`src/hw/spcr_pkg.sv`:
```
/*
  package of the serial port configuration block: register offsets, field
  positions, reset values and framing constants.
  assumes a host that frames transfers with an active-low chip select and a
  serial clock that idles low; data is sampled on the rising clock edge.
*/
package spcr_pkg;
  localparam logic [12:0] spcr_off_cfg = 13'h000;
  localparam logic [12:0] spcr_off_part_identification = 13'h003;
  localparam logic [12:0] spcr_off_rb_sel = 13'h004;
  localparam logic [12:0] spcr_off_update = 13'h232;
  localparam int spcr_bit_long = 3;
  localparam int spcr_bit_soft_rst = 2;
  localparam int spcr_bit_lsb_first = 1;
  localparam int spcr_bit_out_sel = 0;
  localparam int spcr_bit_rb_active = 0;
  localparam int spcr_bit_update = 0;
  localparam logic [7:0] spcr_cfg_rst = 8'h18;
  localparam logic [7:0] spcr_rb_sel_rst = 8'h00;
  localparam logic [7:0] spcr_update_rst = 8'h00;
  // arbitrary neutral identification value
  localparam logic [7:0] spcr_part_identification_val = 8'h5a;
  localparam int spcr_instr_bits = 16;
  localparam int spcr_data_bits = 8;
  typedef enum logic [1:0] {
    spcr_st_instr,
    spcr_st_data,
    spcr_st_done
  } spcr_state_t;
endpackage

```
`src/hw/spcr_top.sv`:
```
/*
  serial control port with configuration, identification and readback
  bank selection registers.
  assumes the host drives chip select low for a transfer, shifts a 16-bit
  instruction (rw, two width bits, 13 address bits) and then data bytes.
  the serial clock is sampled by core_clk and must run well below it.
*/
`timescale 1ns/1ps
module spcr_top
  import spcr_pkg::*;
(
  input wire logic core_clk, // core clock
  input wire logic nrst, // sync reset, active low
  input wire logic sclk_pin, // serial clock from host
  input wire logic cs_n_pin, // chip select, active low
  input wire logic sdio_i, // data pin level in
  output logic sdio_o, // data pin drive value
  output logic sdio_oe, // data pin drive enable
  output logic serial_output_pin_o, // dedicated output value
  output logic serial_output_pin_oe, // dedicated output enable
  output logic [7:0] active_cfg, // active configuration byte
  output logic active_rb_sel // active readback select
);
  logic [2:0] pins_s;
  logic sclk_s;
  logic cs_n_s;
  logic sdi_s;
  logic sclk_d_r;
  logic sclk_d_nxt;
  logic rise;
  logic fall;

  // ---------------------------------------------------------------
  // pin synchronisation
  // ---------------------------------------------------------------
  spcr_sync u_sync (
    .core_clk(core_clk),
    .nrst(nrst),
    .d_in({sclk_pin, cs_n_pin, sdio_i}),
    .d_out(pins_s)
  );
  assign sclk_s = pins_s[2];
  assign cs_n_s = pins_s[1];
  assign sdi_s = pins_s[0];
  // serial clock edges count only inside a frame
  assign rise = sclk_s && !sclk_d_r && !cs_n_s;
  assign fall = !sclk_s && sclk_d_r && !cs_n_s;

  // ---------------------------------------------------------------
  // register banks
  // ---------------------------------------------------------------
  logic [7:0] cfg_buf_r;
  logic [7:0] cfg_buf_nxt;
  logic [7:0] cfg_act_r;
  logic [7:0] cfg_act_nxt;
  logic [7:0] rb_buf_r;
  logic [7:0] rb_buf_nxt;
  logic [7:0] rb_act_r;
  logic [7:0] rb_act_nxt;
  logic [7:0] upd_r;
  logic [7:0] upd_nxt;

  // ---------------------------------------------------------------
  // transfer engine
  // ---------------------------------------------------------------
  spcr_state_t st_r;
  spcr_state_t st_nxt;
  logic [4:0] cnt_r;
  logic [4:0] cnt_nxt;
  logic [15:0] instr_r;
  logic [15:0] instr_nxt;
  logic [7:0] sh_r;
  logic [7:0] sh_nxt;
  logic [12:0] addr_r;
  logic [12:0] addr_nxt;
  logic [7:0] tx_r;
  logic [7:0] tx_nxt;
  logic out_r;
  logic out_nxt;
  logic drive_r;
  logic drive_nxt;
  logic sdio_o_r;
  logic sdio_o_nxt;
  logic sdio_oe_r;
  logic sdio_oe_nxt;
  logic so_o_r;
  logic so_o_nxt;
  logic so_oe_r;
  logic so_oe_nxt;

  logic lsb_first;
  logic in_reset;
  assign lsb_first = cfg_buf_r[spcr_bit_lsb_first];
  assign in_reset = cfg_buf_r[spcr_bit_soft_rst];

  // ---------------------------------------------------------------
  // helpers
  // ---------------------------------------------------------------
  // read value of one address from the selected bank
  function automatic logic [7:0] rd_val(input logic [12:0] a,
                                        input logic act);
    logic [7:0] v;
    v = 8'h00;
    unique case (a)
      spcr_off_cfg: v = act ? cfg_act_r : cfg_buf_r;
      spcr_off_part_identification: v = spcr_part_identification_val;
      spcr_off_rb_sel: v = act ? rb_act_r : rb_buf_r;
      spcr_off_update: v = upd_r;
      default: v = 8'h00;
    endcase
    return v;
  endfunction

  // next address after a byte in the chosen stepping direction
  function automatic logic [12:0] step(input logic [12:0] a,
                                       input logic inc);
    return inc ? a + 13'h001 : a - 13'h001;
  endfunction

  // bit to send: msb or lsb of the shift value
  function automatic logic tx_bit(input logic [7:0] v, input logic lsb);
    return lsb ? v[0] : v[7];
  endfunction

  // shift one bit into a byte in the chosen order
  function automatic logic [7:0] shift_in(input logic [7:0] v,
                                          input logic b,
                                          input logic lsb);
    return lsb ? {b, v[7:1]} : {v[6:0], b};
  endfunction

  // config byte from its low nibble: long bit forced, upper nibble mirrored
  function automatic logic [7:0] mirror_cfg(input logic [3:0] lo);
    logic [3:0] n;
    n = lo;
    n[spcr_bit_long] = 1'b1;
    return {n[0], n[1], n[2], n[3], n};
  endfunction

  always_comb begin
    logic [7:0] wb;
    logic [7:0] nb;
    wb = 8'h00;
    nb = 8'h00;
    st_nxt = st_r;
    cnt_nxt = cnt_r;
    instr_nxt = instr_r;
    sh_nxt = sh_r;
    addr_nxt = addr_r;
    tx_nxt = tx_r;
    out_nxt = out_r;
    drive_nxt = drive_r;
    cfg_buf_nxt = cfg_buf_r;
    cfg_act_nxt = cfg_act_r;
    rb_buf_nxt = rb_buf_r;
    rb_act_nxt = rb_act_r;
    upd_nxt = upd_r;
    if (upd_r[spcr_bit_update]) begin
      cfg_act_nxt = cfg_buf_r;
      rb_act_nxt = rb_buf_r;
      upd_nxt = spcr_update_rst;
    end
    if (cs_n_s) begin
      // a partial byte is dropped when select rises
      st_nxt = spcr_st_instr;
      cnt_nxt = 5'h00;
      drive_nxt = 1'b0;
    end else begin
      unique case (st_r)
        spcr_st_instr: begin
          if (rise) begin
            // instruction always 16 bits, msb first
            instr_nxt = {instr_r[14:0], sdi_s};
            cnt_nxt = cnt_r + 5'h01;
            if (cnt_r == 5'(spcr_instr_bits - 1)) begin
              st_nxt = spcr_st_data;
              cnt_nxt = 5'h00;
              addr_nxt = instr_r[11:0] == 12'h000 && sdi_s == 1'b0
                ? 13'h000 : {instr_r[11:0], sdi_s};
              tx_nxt = rd_val({instr_r[11:0], sdi_s},
                              rb_buf_r[spcr_bit_rb_active]);
              out_nxt = tx_bit(tx_nxt, lsb_first);
              drive_nxt = instr_r[14]; // read when top bit set
            end
          end
        end
        spcr_st_data: begin
          if (rise) begin
            sh_nxt = shift_in(sh_r, sdi_s, lsb_first);
            cnt_nxt = cnt_r + 5'h01;
            if (cnt_r == 5'(spcr_data_bits - 1)) begin
              wb = shift_in(sh_r, sdi_s, lsb_first);
              cnt_nxt = 5'h00;
              if (!instr_r[15]) begin
                unique case (addr_r)
                  spcr_off_cfg: begin
                    // upper nibble rebuilt from the low one, so it mirrors
                    nb = mirror_cfg(wb[3:0]);
                    cfg_buf_nxt = nb;
                    cfg_act_nxt = nb;
                  end
                  spcr_off_rb_sel:
                    if (!in_reset) begin
                      rb_buf_nxt = {7'h00, wb[spcr_bit_rb_active]};
                    end
                  spcr_off_update:
                    if (!in_reset) begin
                      upd_nxt = {7'h00, wb[spcr_bit_update]};
                    end
                  default: ;
                endcase
              end
              addr_nxt = step(addr_r, lsb_first);
              tx_nxt = rd_val(step(addr_r, lsb_first),
                              rb_buf_r[spcr_bit_rb_active]);
            end
          end
          if (fall && drive_r) begin
            out_nxt = tx_bit(tx_r, lsb_first);
            tx_nxt = shift_in(tx_r, 1'b0, lsb_first);
          end
        end
        default: st_nxt = spcr_st_instr;
      endcase
    end
    if (cfg_buf_r[spcr_bit_soft_rst]) begin
      // hold other registers at defaults while reset bit set
      rb_buf_nxt = spcr_rb_sel_rst;
      rb_act_nxt = spcr_rb_sel_rst;
      upd_nxt = spcr_update_rst;
    end
    if (!nrst) begin
      st_nxt = spcr_st_instr;
      cnt_nxt = 5'h00;
      instr_nxt = 16'h0000;
      sh_nxt = 8'h00;
      addr_nxt = 13'h000;
      tx_nxt = 8'h00;
      out_nxt = 1'b0;
      drive_nxt = 1'b0;
      cfg_buf_nxt = spcr_cfg_rst;
      cfg_act_nxt = spcr_cfg_rst;
      rb_buf_nxt = spcr_rb_sel_rst;
      rb_act_nxt = spcr_rb_sel_rst;
      upd_nxt = spcr_update_rst;
    end
  end

  // ---------------------------------------------------------------
  // pin drive
  // ---------------------------------------------------------------
  always_comb begin
    sdio_o_nxt = 1'b0;
    sdio_oe_nxt = 1'b0;
    so_o_nxt = 1'b0;
    so_oe_nxt = 1'b0;
    // pin choice follows the buffer copy, so it applies to the next read
    if (cfg_buf_r[spcr_bit_out_sel]) begin
      so_o_nxt = out_nxt;
      so_oe_nxt = drive_nxt;
    end else begin
      sdio_o_nxt = out_nxt;
      sdio_oe_nxt = drive_nxt;
    end
    if (!nrst) begin
      sdio_oe_nxt = 1'b0;
      so_oe_nxt = 1'b0;
    end
  end

  always_ff @(posedge core_clk) begin
    sclk_d_r <= sclk_d_nxt;
    st_r <= st_nxt;
    cnt_r <= cnt_nxt;
    instr_r <= instr_nxt;
    sh_r <= sh_nxt;
    addr_r <= addr_nxt;
    tx_r <= tx_nxt;
    out_r <= out_nxt;
    drive_r <= drive_nxt;
    cfg_buf_r <= cfg_buf_nxt;
    cfg_act_r <= cfg_act_nxt;
    rb_buf_r <= rb_buf_nxt;
    rb_act_r <= rb_act_nxt;
    upd_r <= upd_nxt;
    sdio_o_r <= sdio_o_nxt;
    sdio_oe_r <= sdio_oe_nxt;
    so_o_r <= so_o_nxt;
    so_oe_r <= so_oe_nxt;
  end

  assign sclk_d_nxt = nrst ? sclk_s : 1'b0;
  assign sdio_o = sdio_o_r;
  assign sdio_oe = sdio_oe_r;
  assign serial_output_pin_o = so_o_r;
  assign serial_output_pin_oe = so_oe_r;
  assign active_cfg = cfg_act_r;
  assign active_rb_sel = rb_act_r[spcr_bit_rb_active];
endmodule

```
`src/hw/spcr_sync.sv`:
```
/*
  two-flop synchroniser for the serial pins.
  assumes inputs are asynchronous to core_clk.
*/
`timescale 1ns/1ps
module spcr_sync (
  input wire logic core_clk, // core clock
  input wire logic nrst, // sync reset, active low
  input wire logic [2:0] d_in, // async pins
  output logic [2:0] d_out // synchronised pins
);
  logic [2:0] meta_r;
  logic [2:0] meta_nxt;
  logic [2:0] sync_r;
  logic [2:0] sync_nxt;

  always_comb begin
    meta_nxt = d_in;
    sync_nxt = meta_r;
    // reset to idle pin levels: clock low, select high, data low
    if (!nrst) begin
      meta_nxt = 3'h2;
      sync_nxt = 3'h2;
    end
  end

  always_ff @(posedge core_clk) begin
    meta_r <= meta_nxt;
    sync_r <= sync_nxt;
  end

  assign d_out = sync_r;
endmodule

```
`config.mk`:
```
export PLATFORM = sky130hd
export DESIGN_NAME = spcr_top
export DESIGN_NICKNAME = d
export VERILOG_FILES = /design/src/hw/spcr_pkg.sv /design/src/hw/spcr_top.sv /design/src/hw/spcr_sync.sv
export SDC_FILE = /design/constraint.sdc
export NUM_CORES = 1
export LEC_CHECK = 0
export ABC_AREA = 1
export BUFFER_PORTS_ARGS = -buffer_cell sky130_fd_sc_hd__buf_2
export CAP_MARGIN = 10
export CORE_ASPECT_RATIO = 0.6
export CORE_MARGIN = 5
export CORE_UTILIZATION = 50
export DETAILED_ROUTE_END_ITERATION = 8
export PLACE_DENSITY = 0.67
export SETUP_SLACK_MARGIN = 0.1
export SLEW_MARGIN = 10
export SYNTH_ARGS = -nofsm -noshare
export SYNTH_HDL_FRONTEND = slang
export SYNTH_SLANG_ARGS = --single-unit
```
`constraint.sdc`:
```
create_clock -name core_clk -period 5.3 [get_ports core_clk]
set_input_delay 0.265 -clock core_clk [delete_from_list [all_inputs] [get_ports core_clk]]
set_output_delay 0.265 -clock core_clk [all_outputs]
set_load 0.03 [all_outputs]
```
=== Yosys cells after proc, flatten, opt, wreduce, memory -nomap -nowiden ===
Index checks and enable logic that the tools add are counted.

* Bits in writable memories: 0
* Memories kept: 0
* Logic and storage cells: 126
* Output and inout port bits: 13
* Bits in latches: 0
* Flip-flop bits (word level): 89
* Bits in read-only memories: 0
* Bits of input ports: 5

* Bitwise gates (word level): 5
* Reduce and logical (&&, ||, !) cells: 27
* Equality and inequality tests: 17
* Add/sub/neg operators: 3
* Mux-type cells: 54
* Divide/modulo/power cells: 0
* Shifts and indexed selects: 0
* Multipliers: 0
* Magnitude comparators: 0

{| class="wikitable"
|+ Operators by type and width
! operator !! number
|-
| 2-to-1 mux 8 bit || 22
|-
| 2-to-1 mux 13 bit || 6
|-
| one-hot mux 8 bit (4 select lines) || 2
|-
| equality test 13 x 10 -> 1 bit (second input constant) || 3
|-
| equality test 13 x 3 -> 1 bit (second input constant) || 3
|-
| zero test 13 bit || 3
|-
| equality test 13 x 2 -> 1 bit (second input constant) || 2
|-
| one-hot mux 13 bit (2 select lines) || 1
|-
| AND reduction 6 bit || 4
|-
| 2-to-1 mux 5 bit || 4
|-
| one-hot mux 8 bit (2 select lines) || 1
|-
| adder 13 x 1 -> 13 bit (second input constant) || 1
|-
| 2-to-1 mux 1 bit || 13
|-
| subtractor 13 x 1 -> 13 bit (second input constant) || 1
|-
| zero test 12 bit || 1
|-
| AND reduction 3 bit || 4
|-
| one-hot mux 5 bit (2 select lines) || 1
|-
| inequality test 2 bit (second input constant) || 4
|-
| logical AND 1 bit || 6
|-
| inequality test 3 bit (second input constant) || 2
|-
| OR reduction 2 bit || 3
|-
| adder 5 x 1 -> 5 bit (second input constant) || 1
|-
| equality test 5 x 3 -> 1 bit (second input constant) || 1
|-
| equality test 5 x 4 -> 1 bit (second input constant) || 1
|-
| other kinds (9) || 16
|}

=== Longest topological paths before layout ===
* Depth after elaboration: 8
* Mapped depth: 20

=== By module ===
Synthesis repeated with hierarchy kept, for this count alone.

* Cell total of the unflattened synthesis: 790
* Area, all modules: 5112.4 µm²

{| class="wikitable"
|+ Modules (own cells, without submodules)
! module !! instances !! cells an instance !! area an instance (µm²)
|-
| spcr_top || 1 || 772 || 4947.2
|-
| spcr_sync || 1 || 18 || 165.2
|}

=== Least setup slack after synthesis ===
No wires, ideal clock.

* Path type: register to register
* Start point: reg, netlist name cfg_buf_r[6]
* End point: reg tx_r[7]
* Arrival time: 2762 ps
* Required time: 5233 ps
* Stages on the path, launching flop included: 17
* Slack: 2471 ps
* Path buffers: 1
* Clock period less this slack: 2829 ps
* Cell sequence: dfxtp_1 inv_1 clkbuf_1 ha_1 nand2_2 inv_1 a21oi_1 nand3b_1 nand2_2 nand3_2 nor3_4 nand3_1 nand2_1 nand3_1 nand2_1 nand2_1 a21oi_2

{| class="wikitable"
|+ RTL lines
! element !! RTL line !! source
|-
| end signal: assignment || spcr_top.sv:278 || <nowiki>tx_r <= tx_nxt;</nowiki>
|-
| end: declaration || spcr_top.sv:76 || <nowiki>logic [7:0] tx_r;</nowiki>
|}

==> metrics.md <==
| Metric | Value |
|---|---|
| Bufs on Longest Clock Path | `2` |
| Initial DRC count | `631` |
| # hold bufs at CTS | `0` |
| Initial antenna violation count | `0` |
| Share of cells above drive strength 1 | `0.0761` |
| Worst-Margin Slew | `1.09 ns` |
| Worst skew pair latency | `0.34 ns` |
| Final HPWL DP | `11.4 mm` |
| Critical Path Fanout Max | `26` |
| Largest net degree at the start of global routing | `39` |
| Post-Synthesis Cells | `791` |
| Min Hold Slack | `0.101 ns` |
| Leak | `2.64 nW` |
| Die X | `140 um` |
| Syn avg cell area | `6.43 um^2` |
| Reg2Reg Capture Point | `tx_r[4]` |
| CTS root buf | `clkbuf_16` |
| Inserted Diodes | `0` |
| Fin nets | `820` |
| First-pass GRT wire length | `24.4 mm` |
| R2R setup slack | `1.66 ns` |
| Num CTS Buffers | `9` |
| PD cells | `237 nW/um^2` |
| Overall fraction of global-route tracks in use | `0.251` |
| Hold path startpoint | `sclk_pin` |
| Routability cong. | `1.06` |
| Netlist cell types | `42` |
| Clock skew | `0.00881 ns` |
| R2R cell count | `16` |
| CP required | `5.58 ns` |
| Post-synthesis register bit count | `85` |
| Min cycle time layout | `3.64 ns` |
| Max Cap Viol | `0` |
| Floorplan Core Area | `9910 um^2` |
| Post-Route WL | `15.1 mm` |
| RSZ-0062 raised after global routing | `false` |
| Via density | `5.64` |
| Setup crit end kind | `flip-flop` |
| CTS tree | `yes` |
| Worst R2R Start | `cfg_buf_r[6]` |
| Post-CTS Setup Bufs | `0` |
| Slew Limit Fails | `0` |
| VDD IR-drop max | `169 uV` |
| CP startpoint kind | `flip-flop` |
| Worst Hold Class | `primary input to flip-flop` |
| Relative slew slack | `0.273` |
| Post-DR wirelength/cell | `16.2 um` |
| Vias in the first global route | `4672` |
| Yosys warning total | `0` |
| Period utilization | `0.686` |
| Drt pass-1 iters | `5` |
| Global route total overflow | `0` |
| Status | `complete, no violations` |
| I/O pins | `18` |
| Crit path arrival time | `3.92 ns` |
| Worst hold path cell count | `3` |
| Sum of negative setup slack | `0 ns` |
| Via Count | `5284` |
| Port bufs | `17` |
| Sequential cell area fraction in the yosys report | `0.334` |
| Post-cts resize count | `0` |
| Final hold violation count | `0` |
| Die Footprint | `12400 um^2` |
| Area of the mapped netlist | `5090 um^2` |
| Final design utilization | `0.561` |
| Fmax | `275 MHz` |
| # setup viols final | `0` |
| Clock sink total | `85` |
| Area growth syn-to-layout | `9.24%` |
| Critical path type | `flip-flop to flip-flop` |
| Worst hold endpoint | `u_sync.meta_r[2]` |
| Post-synth net total | `814` |
| Post-route DRC | `0` |
| Final ANT Viol Nets | `0` |
| Starting Density | `0.513` |
| Row count | `28` |
| CTS H-tree lvls | `3` |
| Reg clk slew, reported paths | `0.07 ns` |
| Chip height | `88.2 um` |
## where the power goes
group          internal [mW]  switching, mW  leakage, nW  total, mW
logic                0.00847         0.0250         1.80     0.0335
registers              0.642        0.00329        0.686      0.645
clock network          0.367          0.272        0.150      0.639
## Yosys cell counts, drive strengths merged
cell type  count  area [um^2]
clkinv         1         3.75
o22ai          2         12.5
dfxtp         85         1700
o31ai          1         21.3
a31oi          8         50.1
o21ai         61          305
o221ai         1         8.76
a211oi         8         60.1
o21bai         1         7.51
nor3          24          154
nand2        201          767
nor2          80          344
or2            7         43.8
o21a           2         15.0
nand3b         2         15.0
inv          115          432
a221oi         1         8.76
fa             1         20.0
clkbuf        19         72.6
a21oi         59          299
nand4         17          106
mux2i          1         10.0
nor4           7         50.1
xor2           2         17.5
nand3         58          295
buf            5         22.5
and3           3         18.8
o211ai         2         15.0
ha            17          213
## per-stage QoR
| stage | power [mW] | area, um^2 | instances | setup WS (ns) |
|---|---|---|---|---|
| final | 1.32 | 5560 | 937 | 1.66 |
| after global routing | 1.35 | 5560 | 937 | 1.34 |
| after CTS | 1.32 | 5560 | 937 | 1.84 |
| after detailed placement | 0.691 | 5260 | 921 | 1.88 |
| after global placement | 0.691 | 5260 | 921 | 1.86 |
| after floorplan | 0.681 | 5090 | 791 | 2.47 |
## worst max-delay path by stage
stage                      start       to  slack (ns)  cells past startpoint
floorplan           cfg_buf_r[6]  tx_r[7]        2.47                     16
global placement    cfg_buf_r[6]  tx_r[4]        1.86                     16
detailed placement  cfg_buf_r[6]  tx_r[4]        1.88                     16
CTS                 cfg_buf_r[6]  tx_r[4]        1.84                     16
global route        cfg_buf_r[6]  tx_r[4]        1.34                     16
finish              cfg_buf_r[6]  tx_r[4]        1.66                     16
## logic make-up (layout without fill, tap and decap cells)
logic type,Yosys count,in the layout,synth area share
xor+xnor,2,2,0.00344
flops,85,85,0.334
compound gates,146,146,0.158
buf+inv,140,151,0.104
simple gates,399,399,0.353
fa+ha+maj,18,18,0.0457
mux,1,1,0.00197
## worst max-delay path, stage by stage, from the launching register on
cell	delay (ns)
dfxtp_1	0.31
inv_1	0.71
ha_1	0.42
nand2_2	0.12
nor2_1	0.26
nand3_1	0.23
nand3_1	0.14
nand2_1	0.07
nand2_1	0.08
nand2_2	0.14
nor3_4	0.36
nand2_2	0.15
nand3_1	0.21
nand2_1	0.08
nand2_1	0.09
nand2_1	0.05
a21oi_1	0.15
## layout make-up
class	count	area, um^2
fillers	970	4350
well taps	135	169
clock buffers	9	225
clock inverters	7	71.3
repair buffers	19	100
inverters	116	435
flip-flops and latches	85	1700
multi-input cells	566	2860
## layout by cell type (no fill, tap or decap), types with 17 or more instances in the layout
| cell type | n |
|---|---|
| ha_1 | 17 |
| nand3_1 | 57 |
| a21oi_1 | 58 |
| nor3_1 | 21 |
| buf_2 | 17 |
| nand4_1 | 17 |
| dfxtp_1 | 85 |
| inv_1 | 112 |
| o21ai_0 | 57 |
| nand2_1 | 196 |
| nor2_1 | 74 |
## flip-flops by register name, summed over array words and instances, names as in the netlist, 5 cells and up
register    cells
instr_r        16
sh_r            8
tx_r            8
cnt_r           5
active_cfg      8
upd_r           8
addr_r         13
## per-layer routing
metal | track usage | up-vias | share of wire
li1 | - | 2596 | -
met1 | 0.388 | 2407 | 0.50
met2 | 0.318 | 266 | 0.36
met3 | 0.0993 | 15 | 0.13
met4 | 0.0519 | 0 | 0.0094
met5 | 0 | - | 0
Power figures use the tool's default switching activity.
